--- config.mk ---
export PLATFORM = sky130hd
export DESIGN_NAME = pwm_master
export DESIGN_NICKNAME = d
export VERILOG_FILES = /design/src/pwm_pkg.sv /design/src/pwm_avs.sv /design/src/pwm_master.sv
export SDC_FILE = /design/constraint.sdc
export NUM_CORES = 1
export LEC_CHECK = 0
export BUFFER_PORTS_ARGS = -buffer_cell sky130_fd_sc_hd__buf_2
export CELL_PAD_IN_SITES_DETAIL_PLACEMENT = 0
export CELL_PAD_IN_SITES_GLOBAL_PLACEMENT = 1
export CORE_AREA = 2 2 168 170
export DETAILED_ROUTE_END_ITERATION = 12
export DIE_AREA = 0 0 170 172
export GPL_TIMING_DRIVEN = 0
export PLACE_DENSITY_LB_ADDON = 0.15
export SKIP_LAST_GASP = 1
export SLEW_MARGIN = 20
export SYNTH_ARGS = -nofsm -noshare
export SYNTH_HDL_FRONTEND = slang
export SYNTH_SLANG_ARGS = --single-unit
--- constraint.sdc ---
create_clock -name sys_clk -period 5.77 [get_ports sys_clk]
set_input_delay 0.8655 -clock sys_clk [delete_from_list [all_inputs] [get_ports sys_clk]]
set_output_delay 0.8655 -clock sys_clk [all_outputs]
set_load 0.005 [all_outputs]
--- src/pwm_pkg.sv ---
// Purpose: Shared constants for the wide PCI master single read block
// Assumes: 200 MHz sys_clk, all pins synchronous to it
// Notes: Register map offsets are byte addresses on the Avalon slave
package pwm_pkg;
    // ****************************************
    // Local status and end cause codes
    // ****************************************
    localparam logic [3:0] LMS_IDLE = 4'h0;
    localparam logic [3:0] LMS_ADDR_LOAD = 4'h1;
    localparam logic [3:0] LMS_BUS_TRANS = 4'h2;
    localparam logic [3:0] LMS_BUS_TERM = 4'h3;
    localparam logic [2:0] END_NONE = 3'h0;
    localparam logic [2:0] END_NORMAL = 3'h1;
    localparam logic [2:0] END_TARGET_STOP = 3'h2;
    localparam logic [2:0] END_MASTER_ABORT = 3'h3;
    // ****************************************
    // Widths and timing counts
    // ****************************************
    localparam int BURST_W = 8;
    localparam logic [BURST_W-1:0] BURST_ONE = 8'h01;
    localparam logic [2:0] DEVSEL_LIMIT = 3'h5;
    localparam logic [2:0] CNT_ONE = 3'h1;
    // ****************************************
    // Register map
    // ****************************************
    localparam logic [3:0] REG_CTRL = 4'h0;
    localparam logic [3:0] REG_STATUS = 4'h4;
    localparam logic [3:0] REG_DATA_LO = 4'h8;
    localparam logic [3:0] REG_DATA_HI = 4'hC;
    localparam int CTRL_WIDE_BIT = 0;
    localparam logic CTRL_WIDE_RST = 1'b1;
endpackage : pwm_pkg

--- src/pwm_avs.sv ---
// Purpose: Avalon-MM slave holding control and status of the master
// Assumes: One request at a time, master holds it while waitrequest
// Notes: Every access is answered on the second cycle of the request
`timescale 1ns/10ps
`default_nettype none
module pwm_avs (
    input wire logic sys_clk,
    input wire logic reset_n,
    input wire logic [3:0] avs_address,
    input wire logic avs_read,
    input wire logic avs_write,
    input wire logic [31:0] avs_writedata,
    input wire logic [3:0] avs_byteenable,
    output logic [31:0] avs_readdata,
    output logic avs_waitrequest,
    input wire logic [31:0] status_word,
    input wire logic [63:0] data_word,
    output logic wide_en
);
    typedef struct packed {
        logic ack;
        logic wide;
        logic [31:0] rdata;
    } pwm_avs_t;
    pwm_avs_t cur_ff, nxt_ff;

    // ****************************************
    // Decode and register update
    // ****************************************
    always_comb begin
        nxt_ff = cur_ff;
        nxt_ff.ack = (avs_read | avs_write) & ~cur_ff.ack;
        if (avs_read & ~cur_ff.ack) begin
            case (avs_address)
                pwm_pkg::REG_CTRL: nxt_ff.rdata = {31'h0, cur_ff.wide};
                pwm_pkg::REG_STATUS: nxt_ff.rdata = status_word;
                pwm_pkg::REG_DATA_LO: nxt_ff.rdata = data_word[31:0];
                pwm_pkg::REG_DATA_HI: nxt_ff.rdata = data_word[63:32];
                default: nxt_ff.rdata = 32'h0;
            endcase
        end
        // Write lands at the edge where waitrequest is low
        if (avs_write & cur_ff.ack & avs_byteenable[0]
            & (avs_address == pwm_pkg::REG_CTRL)) begin
            nxt_ff.wide = avs_writedata[pwm_pkg::CTRL_WIDE_BIT];
        end
    end

    // State register
    always_ff @(posedge sys_clk) begin
        if (!reset_n) begin
            cur_ff <= '{ack: 1'b0, wide: pwm_pkg::CTRL_WIDE_RST, rdata: 32'h0};
        end else begin
            cur_ff <= nxt_ff;
        end
    end

    assign avs_waitrequest = (avs_read | avs_write) & ~cur_ff.ack;
    assign avs_readdata = cur_ff.rdata;
    assign wide_en = cur_ff.wide;
endmodule : pwm_avs
`default_nettype wire

--- src/pwm_master.sv ---
// Purpose: PCI master running single and burst memory reads, 64 or 32 bit
// Assumes: All pins synchronous to sys_clk, external resolution of PCI wires
// Notes: Control bit selects 64-bit signalling; register slave is pwm_avs
//
// How it works
// - Seeing the local request, the block asserts REQ# to the arbiter.
// - With GNT# and an idle bus, local_grant_n is asserted.
// - Request and grant both seen: show Address Loading, latch address, command, length.
// - GNT# plus Address Loading: FRAME#, REQ64# in wide mode, address, command, Bus Transaction.
// - Address phase loads burst_remaining from the latched length.
// - FRAME# asserted and local request gone: REQ# is deasserted.
// - Turnaround floats all AD lines and drives both halves of byte enables in wide mode, the low half only otherwise.
// - ACK64# seen: wide_xfer_ind_n asserted; local_grant_n follows GNT#.
// - IRDY# follows local_ready_n one cycle later; IRDY# with TRDY# completes.
// - Completed phase puts data on local_data_out and decrements burst_remaining.
// - After completion release FRAME#, REQ64#, C/BE#, IRDY#; show normal Bus Termination.
// - TRDY# and local_ready_n seen together: low word strobe asserted, high word strobe too once ACK64# was seen.
// - Next cycle IRDY# is released and both word strobes deasserted.
// - The same master also runs 32-bit transactions when wide mode is off.
//
// The register addresses and the Avalon-MM slave port were left to the implementer.
`timescale 1ns/10ps
`default_nettype none
module pwm_master (
    input wire logic sys_clk,
    input wire logic reset_n,
    input wire logic local_req_wide_n,
    input wire logic [31:0] local_addr_data_in,
    input wire logic [7:0] local_cmd_be_in,
    input wire logic [pwm_pkg::BURST_W-1:0] burst_len_in,
    input wire logic local_ready_n,
    output logic local_grant_n,
    output logic [3:0] local_master_state,
    output logic [2:0] end_cause,
    output logic [pwm_pkg::BURST_W-1:0] burst_remaining,
    output logic wide_xfer_ind_n,
    output logic low_word_strobe_n,
    output logic high_word_strobe_n,
    output logic [63:0] local_data_out,
    output logic reqn,
    input wire logic gntn,
    input wire logic framen_i,
    output logic framen_o,
    output logic framen_oe,
    input wire logic irdyn_i,
    output logic irdyn_o,
    output logic irdyn_oe,
    output logic req64n_o,
    output logic req64n_oe,
    input wire logic [63:0] ad_i,
    output logic [63:0] ad_o,
    output logic [63:0] ad_oe,
    output logic [7:0] cben_o,
    output logic [7:0] cben_oe,
    input wire logic trdyn,
    input wire logic devseln,
    input wire logic ack64n,
    input wire logic stopn,
    input wire logic [3:0] avs_address,
    input wire logic avs_read,
    input wire logic avs_write,
    input wire logic [31:0] avs_writedata,
    input wire logic [3:0] avs_byteenable,
    output logic [31:0] avs_readdata,
    output logic avs_waitrequest
);
    typedef enum logic [2:0] {
        S_IDLE, S_GRANT, S_LOAD, S_ADDR, S_TURN, S_DATA, S_TERM
    } pwm_state_t;

    typedef struct packed {
        pwm_state_t st;
        logic reqn;
        logic lgnt_n;
        logic [3:0] lms;
        logic [2:0] cause;
        logic [31:0] addr;
        logic [3:0] cmd;
        logic [pwm_pkg::BURST_W-1:0] len;
        logic [pwm_pkg::BURST_W-1:0] rem;
        logic wide;
        logic frame_o;
        logic frame_oe;
        logic irdy_o;
        logic irdy_oe;
        logic req64_o;
        logic ad_oe;
        logic [7:0] cbe_o;
        logic [7:0] cbe_oe;
        logic wide_n;
        logic [63:0] dout;
        logic lo_stb_n;
        logic hi_stb_n;
        logic [2:0] devcnt;
    } pwm_core_t;

    pwm_core_t cur_ff, nxt_ff;
    logic wide_en;
    logic done;
    logic [pwm_pkg::BURST_W-1:0] rem_after;

    // Remaining count with a zero length taken as one phase
    function automatic logic [pwm_pkg::BURST_W-1:0] fix_len(
        input logic [pwm_pkg::BURST_W-1:0] len);
        fix_len = (len == '0) ? pwm_pkg::BURST_ONE : len;
    endfunction : fix_len

    // ****************************************
    // Register slave
    // ****************************************
    pwm_avs u_avs (
        .sys_clk(sys_clk),
        .reset_n(reset_n),
        .avs_address(avs_address),
        .avs_read(avs_read),
        .avs_write(avs_write),
        .avs_writedata(avs_writedata),
        .avs_byteenable(avs_byteenable),
        .avs_readdata(avs_readdata),
        .avs_waitrequest(avs_waitrequest),
        .status_word({23'h0, cur_ff.st != S_IDLE, cur_ff.wide_n, cur_ff.cause,
                      cur_ff.lms}),
        .data_word(cur_ff.dout),
        .wide_en(wide_en)
    );

    // ****************************************
    // Transaction sequencer
    // ****************************************
    // Data phase completes on the edge where IRDY# and TRDY# are both low
    assign done = cur_ff.irdy_oe & ~cur_ff.irdy_o & ~trdyn;
    assign rem_after = done ? cur_ff.rem - pwm_pkg::BURST_ONE : cur_ff.rem;

    always_comb begin
        nxt_ff = cur_ff;
        nxt_ff.lo_stb_n = 1'b1;
        nxt_ff.hi_stb_n = 1'b1;
        // Drop REQ# once the frame runs and the local request is gone
        if (cur_ff.frame_oe & ~cur_ff.frame_o & local_req_wide_n) begin
            nxt_ff.reqn = 1'b1;
        end
        case (cur_ff.st)
            S_IDLE: begin
                nxt_ff.reqn = local_req_wide_n;
                if (~cur_ff.reqn & ~local_req_wide_n & ~gntn & framen_i & irdyn_i) begin
                    nxt_ff.lgnt_n = 1'b0;
                    nxt_ff.st = S_GRANT;
                end
            end
            S_GRANT: begin
                if (~local_req_wide_n & ~cur_ff.lgnt_n) begin
                    nxt_ff.st = S_LOAD;
                    nxt_ff.lms = pwm_pkg::LMS_ADDR_LOAD;
                    nxt_ff.addr = local_addr_data_in;
                    nxt_ff.cmd = local_cmd_be_in[3:0];
                    nxt_ff.len = burst_len_in;
                    nxt_ff.wide = wide_en;
                end else begin
                    nxt_ff.st = S_IDLE;
                    nxt_ff.lgnt_n = 1'b1;
                end
            end
            S_LOAD: begin
                if (~gntn) begin
                    nxt_ff.st = S_ADDR;
                    nxt_ff.lms = pwm_pkg::LMS_BUS_TRANS;
                    nxt_ff.cause = pwm_pkg::END_NONE;
                    nxt_ff.frame_o = 1'b0;
                    nxt_ff.frame_oe = 1'b1;
                    nxt_ff.req64_o = ~cur_ff.wide;
                    nxt_ff.ad_oe = 1'b1;
                    nxt_ff.cbe_o = {4'h0, cur_ff.cmd};
                    nxt_ff.cbe_oe = 8'h0F;
                    nxt_ff.irdy_o = 1'b1;
                    nxt_ff.irdy_oe = 1'b1;
                    nxt_ff.rem = fix_len(cur_ff.len);
                    nxt_ff.devcnt = '0;
                end else begin
                    nxt_ff.st = S_IDLE;
                    nxt_ff.lms = pwm_pkg::LMS_IDLE;
                    nxt_ff.lgnt_n = 1'b1;
                end
            end
            S_ADDR: begin
                // Float AD, drive byte enables of both halves in wide mode, low half only otherwise
                nxt_ff.st = S_TURN;
                nxt_ff.ad_oe = 1'b0;
                nxt_ff.cbe_o = local_cmd_be_in;
                nxt_ff.cbe_oe = cur_ff.wide ? 8'hFF : 8'h0F;
            end
            S_TURN, S_DATA: begin
                nxt_ff.lgnt_n = gntn;
                if (~devseln & ~ack64n & cur_ff.wide) begin
                    nxt_ff.wide_n = 1'b0;
                end
                nxt_ff.devcnt = devseln ? cur_ff.devcnt + pwm_pkg::CNT_ONE : '0;
                if (cur_ff.st == S_TURN) begin
                    nxt_ff.st = S_DATA;
                end
                // IRDY# takes the local ready of this cycle at the next edge
                nxt_ff.irdy_o = local_ready_n;
                if (~local_ready_n & (rem_after == pwm_pkg::BURST_ONE)) begin
                    nxt_ff.frame_o = 1'b1;
                end
                if (done) begin
                    nxt_ff.dout[31:0] = ad_i[31:0];
                    nxt_ff.dout[63:32] = cur_ff.wide_n ? 32'h0 : ad_i[63:32];
                    nxt_ff.rem = rem_after;
                    if (~local_ready_n) begin
                        nxt_ff.lo_stb_n = 1'b0;
                        nxt_ff.hi_stb_n = cur_ff.wide_n;
                    end
                end
                if (done & (rem_after == '0)) begin
                    nxt_ff.cause = pwm_pkg::END_NORMAL;
                    nxt_ff.st = S_TERM;
                end else if (~stopn & ~devseln) begin
                    nxt_ff.cause = pwm_pkg::END_TARGET_STOP;
                    nxt_ff.st = S_TERM;
                end else if (cur_ff.devcnt == pwm_pkg::DEVSEL_LIMIT) begin
                    nxt_ff.cause = pwm_pkg::END_MASTER_ABORT;
                    nxt_ff.st = S_TERM;
                end
                if (nxt_ff.st == S_TERM) begin
                    nxt_ff.lms = pwm_pkg::LMS_BUS_TERM;
                    nxt_ff.frame_o = 1'b1;
                    nxt_ff.frame_oe = 1'b0;
                    nxt_ff.req64_o = 1'b1;
                    nxt_ff.cbe_oe = 8'h00;
                    nxt_ff.irdy_o = 1'b1;
                end
            end
            S_TERM: begin
                // Let go of IRDY# and return to idle
                nxt_ff.irdy_oe = 1'b0;
                nxt_ff.st = S_IDLE;
                nxt_ff.lms = pwm_pkg::LMS_IDLE;
                nxt_ff.lgnt_n = 1'b1;
                nxt_ff.wide_n = 1'b1;
                nxt_ff.reqn = local_req_wide_n;
            end
            default: begin
                nxt_ff.st = S_IDLE;
            end
        endcase
    end

    // State register
    always_ff @(posedge sys_clk) begin
        if (!reset_n) begin
            cur_ff <= '{st: S_IDLE, reqn: 1'b1, lgnt_n: 1'b1, lms: pwm_pkg::LMS_IDLE,
                        cause: pwm_pkg::END_NONE, addr: 32'h0, cmd: 4'h0, len: '0,
                        rem: '0, wide: 1'b0, frame_o: 1'b1, frame_oe: 1'b0,
                        irdy_o: 1'b1, irdy_oe: 1'b0, req64_o: 1'b1, ad_oe: 1'b0,
                        cbe_o: 8'h00, cbe_oe: 8'h00, wide_n: 1'b1, dout: 64'h0,
                        lo_stb_n: 1'b1, hi_stb_n: 1'b1, devcnt: 3'h0};
        end else begin
            cur_ff <= nxt_ff;
        end
    end

    // ****************************************
    // Outputs
    // ****************************************
    assign local_grant_n = cur_ff.lgnt_n;
    assign local_master_state = cur_ff.lms;
    assign end_cause = cur_ff.cause;
    assign burst_remaining = cur_ff.rem;
    assign wide_xfer_ind_n = cur_ff.wide_n;
    assign low_word_strobe_n = cur_ff.lo_stb_n;
    assign high_word_strobe_n = cur_ff.hi_stb_n;
    assign local_data_out = cur_ff.dout;
    assign reqn = cur_ff.reqn;
    assign framen_o = cur_ff.frame_o;
    assign framen_oe = cur_ff.frame_oe;
    assign irdyn_o = cur_ff.irdy_o;
    assign irdyn_oe = cur_ff.irdy_oe;
    assign req64n_o = cur_ff.req64_o;
    assign req64n_oe = cur_ff.frame_oe;
    assign ad_o = {32'h0, cur_ff.addr};
    assign ad_oe = {32'h0, {32{cur_ff.ad_oe}}};
    assign cben_o = cur_ff.cbe_o;
    assign cben_oe = cur_ff.cbe_oe;
endmodule : pwm_master
`default_nettype wire

==> impl_metrics.yaml <==
yosys:
  synth_area_sq_um: 8910
  syn_area_per_cell_sq_um: 8.19
  yosysTopAreaCell: "dfxtp_1"
  syn_inst: 1088
  synth-async-reset-ratio: 0
  ys_seq_area_frac: 0.409
  yosysWarnings: 0
  ys.flop_type: "dfxtp_1"
  synth_area_leaders: "dfxtp_1, buf_4, nand2_1"
  ys_types: 59
  ys_ff_latch: 182
  synth-edff-count: 0
  synth_top_area_frac: 0.409
setup_path:
  timing.rr.start: "cur_ff[156]"
  rr_worst_depth: 7
  r2r_slack_ps: 2620
  path_class: "input pin to flip-flop"
  path_delay_family: "simple AND/OR/NAND/NOR gates"
  cp_data_arrival_time_ps: 3550
  path_buf_inv: 2
  startpoint: "trdyn"
  endpoint: "local_data_out[53]"
  r2r-end: "local_data_out[53]"
  end_kind: "flip-flop"
  crit_slowest_cell: "nor2_1"
  worstPathMaxFanout: 10
  worstPathCellList: "buf_2 -> or3b_2 -> nor2_1 -> nand2_1 -> nor2_1 -> clkbuf_1 -> a22o_1"
  timing.critical_path.mode_cell: "nor2_1"
  required_ps: 6150
  slowest_delay_ps: 690
  worstSetupPathDepth: 7
  critPathLaunchType: "input pin"
sta:
  setup_ws_ps: 2600
  skew_ps: 16.9
  whs_ps: 456
  period_needed_ps: 3170
  hold_viol: 0
  worst-slew-pin-transition_ps: 1010
  finalSetupViolCount: 0
  maxSlewHeadroom: 0.329
  final_max_slew_viol_count: 0
  clock.fmax_ghz: 0.316
  post-route-period-util: 0.549
  tns_ps: 0
  rsz0062_at_grt: "no"
cts:
  path_clk_slew_ps: 70
  numCtsBuffers: 17
  cts_hold_buf: 0
  cts_root_buf: "clkbuf_16"
  cts.htree.levels: 4
  cts_tree: "yes"
  clk_path_buf_depth: 2
  cts.repair.resized: 0
  cts.sinks: 182
  post_cts_buffers: 0
  clkLatencyLatePin_ps: 440
layout:
  final-instance-count-excl-fill: 1862
  syn2layout_area_growth_pct: 32.7
  nFillCells: 2893
  multi_input_area_sq_um: 3330
  final_common_cell: "buf_2"
  utilization: 0.431
  seqCellArea_sq_um: 3640
  most-common-layout-cells: "buf_2, buf_4, nand2_1"
  drive_above_1_share: 0.416
  finalNetCount: 1668
die:
  ios: 432
  die_h_um: 172
  die_area_sq_um: 29200
  coreArea_sq_um: 27500
  rows: 61
  start_util: 0.324
  die_w_um: 170
power:
  peakVddDrop_v: 0.000180
  power_density_nw_per_um2: 224
  p_leak_nw: 5.85
routing:
  post_drt_wl_per_cell_um: 15.7
  drc: 0
  vias_per_cell: 4.38
  drt_iter0_drc: 440
  ant_nets: 0
  detail_route.first_pass.iterations: 5
  postRouteWirelength_um: 29200
  vias: 8156
placement:
  hpwl_um: 22500
  dp_cells: 1827
  port_buffers: 327
  pre_cts_ws_ps: 2110
  routabilityCongestion: 0.801
grt:
  grt_max_degree: 34
  grt_overflow_total: 0
  track_usage: 0.196
  grt_antenna_before_repair: 6
  grt_pass1_wl_um: 43700
  grt_pass1_vias: 7563
run_status:
  status: "completed"
flow_run:
  drv_cap: 0
min_path:
  worstHoldPathType: "flip-flop to flip-flop"
==> per-layer routing <==
layer,wire length (um),track usage,vias to the layer above,part of all wire
met3,2530,0.0659,28,0.086
met5,19,0,-,0.00065
met4,283,0.0457,4,0.0097
met1,12600,0.244,3631,0.43
li1,-,-,4188,-
met2,13800,0.327,305,0.47
==> flip-flops by register name, indices dropped and copies added, names as in the netlist, 8 cells and up <==
| register | count |
|---|---|
| cur_ff | 19 |
| u_avs.avs_readdata | 32 |
| ad_o | 32 |
| burst_remaining | 8 |
| cben_o | 8 |
| local_data_out | 64 |
==> worst min path at each step <==
stage	from	cells after the start	end	slack (ps)
6_report	ad_o[1]	2	ad_o[1]	460
5_1_grt	u_avs.avs_readdata[0]	2	u_avs.avs_readdata[0]	470
4_1_cts	cur_ff[112]	2	cur_ff[112]	460
3_5_place_dp	ad_o[22]	2	ad_o[22]	450
3_3_place_gp	ad_o[1]	2	ad_o[1]	440
2_1_floorplan	cur_ff[101]	2	cur_ff[101]	440
==> worst min-delay path, stage by stage (launching register included) <==
cell,delay (ps)
dfxtp_1,310
nand2_1,50
a21oi_1,50
==> final cells by class <==
| class | instances | area share |
|---|---|---|
| diodes | 3 | 0.000635 |
| plain buffers | 319 | 0.183 |
| clock buffers | 17 | 0.0360 |
| clock inverters | 15 | 0.0135 |
| inverters | 7 | 0.00222 |
| multi-input cells | 646 | 0.281 |
| flip-flops and latches | 182 | 0.308 |
| well taps | 346 | 0.0366 |
| repair buffers | 327 | 0.138 |
==> cells by family after synthesis <==
kind of cell,after synthesis,share of synthesized area
buffers and inverters,326,0.246
flip-flops,182,0.409
AND/OR/NAND/NOR,355,0.171
other,1,0.000421
adder cells (fa/ha/maj),3,0.00421
AO/OA/AOI/OAI,215,0.161
multiplexers,6,0.00870
==> cells in the mapped netlist, types with 5 or more instances <==
library cell and instances:
a21oi_1 95, a221oi_1 26, a22o_1 32, a22oi_1 11, a311oi_1 5, buf_4 256
clkbuf_1 59, dfxtp_1 182, inv_1 6, nand2_1 196, nand3_1 10, nor2_1 75
nor2b_1 5, nor3_1 34, nor4_1 5, o21ai_0 12, o22ai_1 8
==> where the power goes <==
part / internal, W / leakage [nW] / switching (W) / total [W]
clock network: 0.000581 / 0.288 / 0.000585 / 0.00117
registers: 0.00127 / 1.47 / 0.00000747 / 0.00128
logic: 0.000105 / 4.09 / 0.000107 / 0.000212
total: 0.00195 / 5.85 / 0.000700 / 0.00265
==> metrics by stage <==
step / instance area (sq um) / total power, W
after global placement: 11200 / 0.00152
final: 11800 / 0.00265
after CTS: 11800 / 0.00269
after detailed placement: 11200 / 0.00152
after global routing: 11800 / 0.00277
after floorplan: 9160 / 0.00142
No activity file was read; power rests on OpenSTA's default activity.
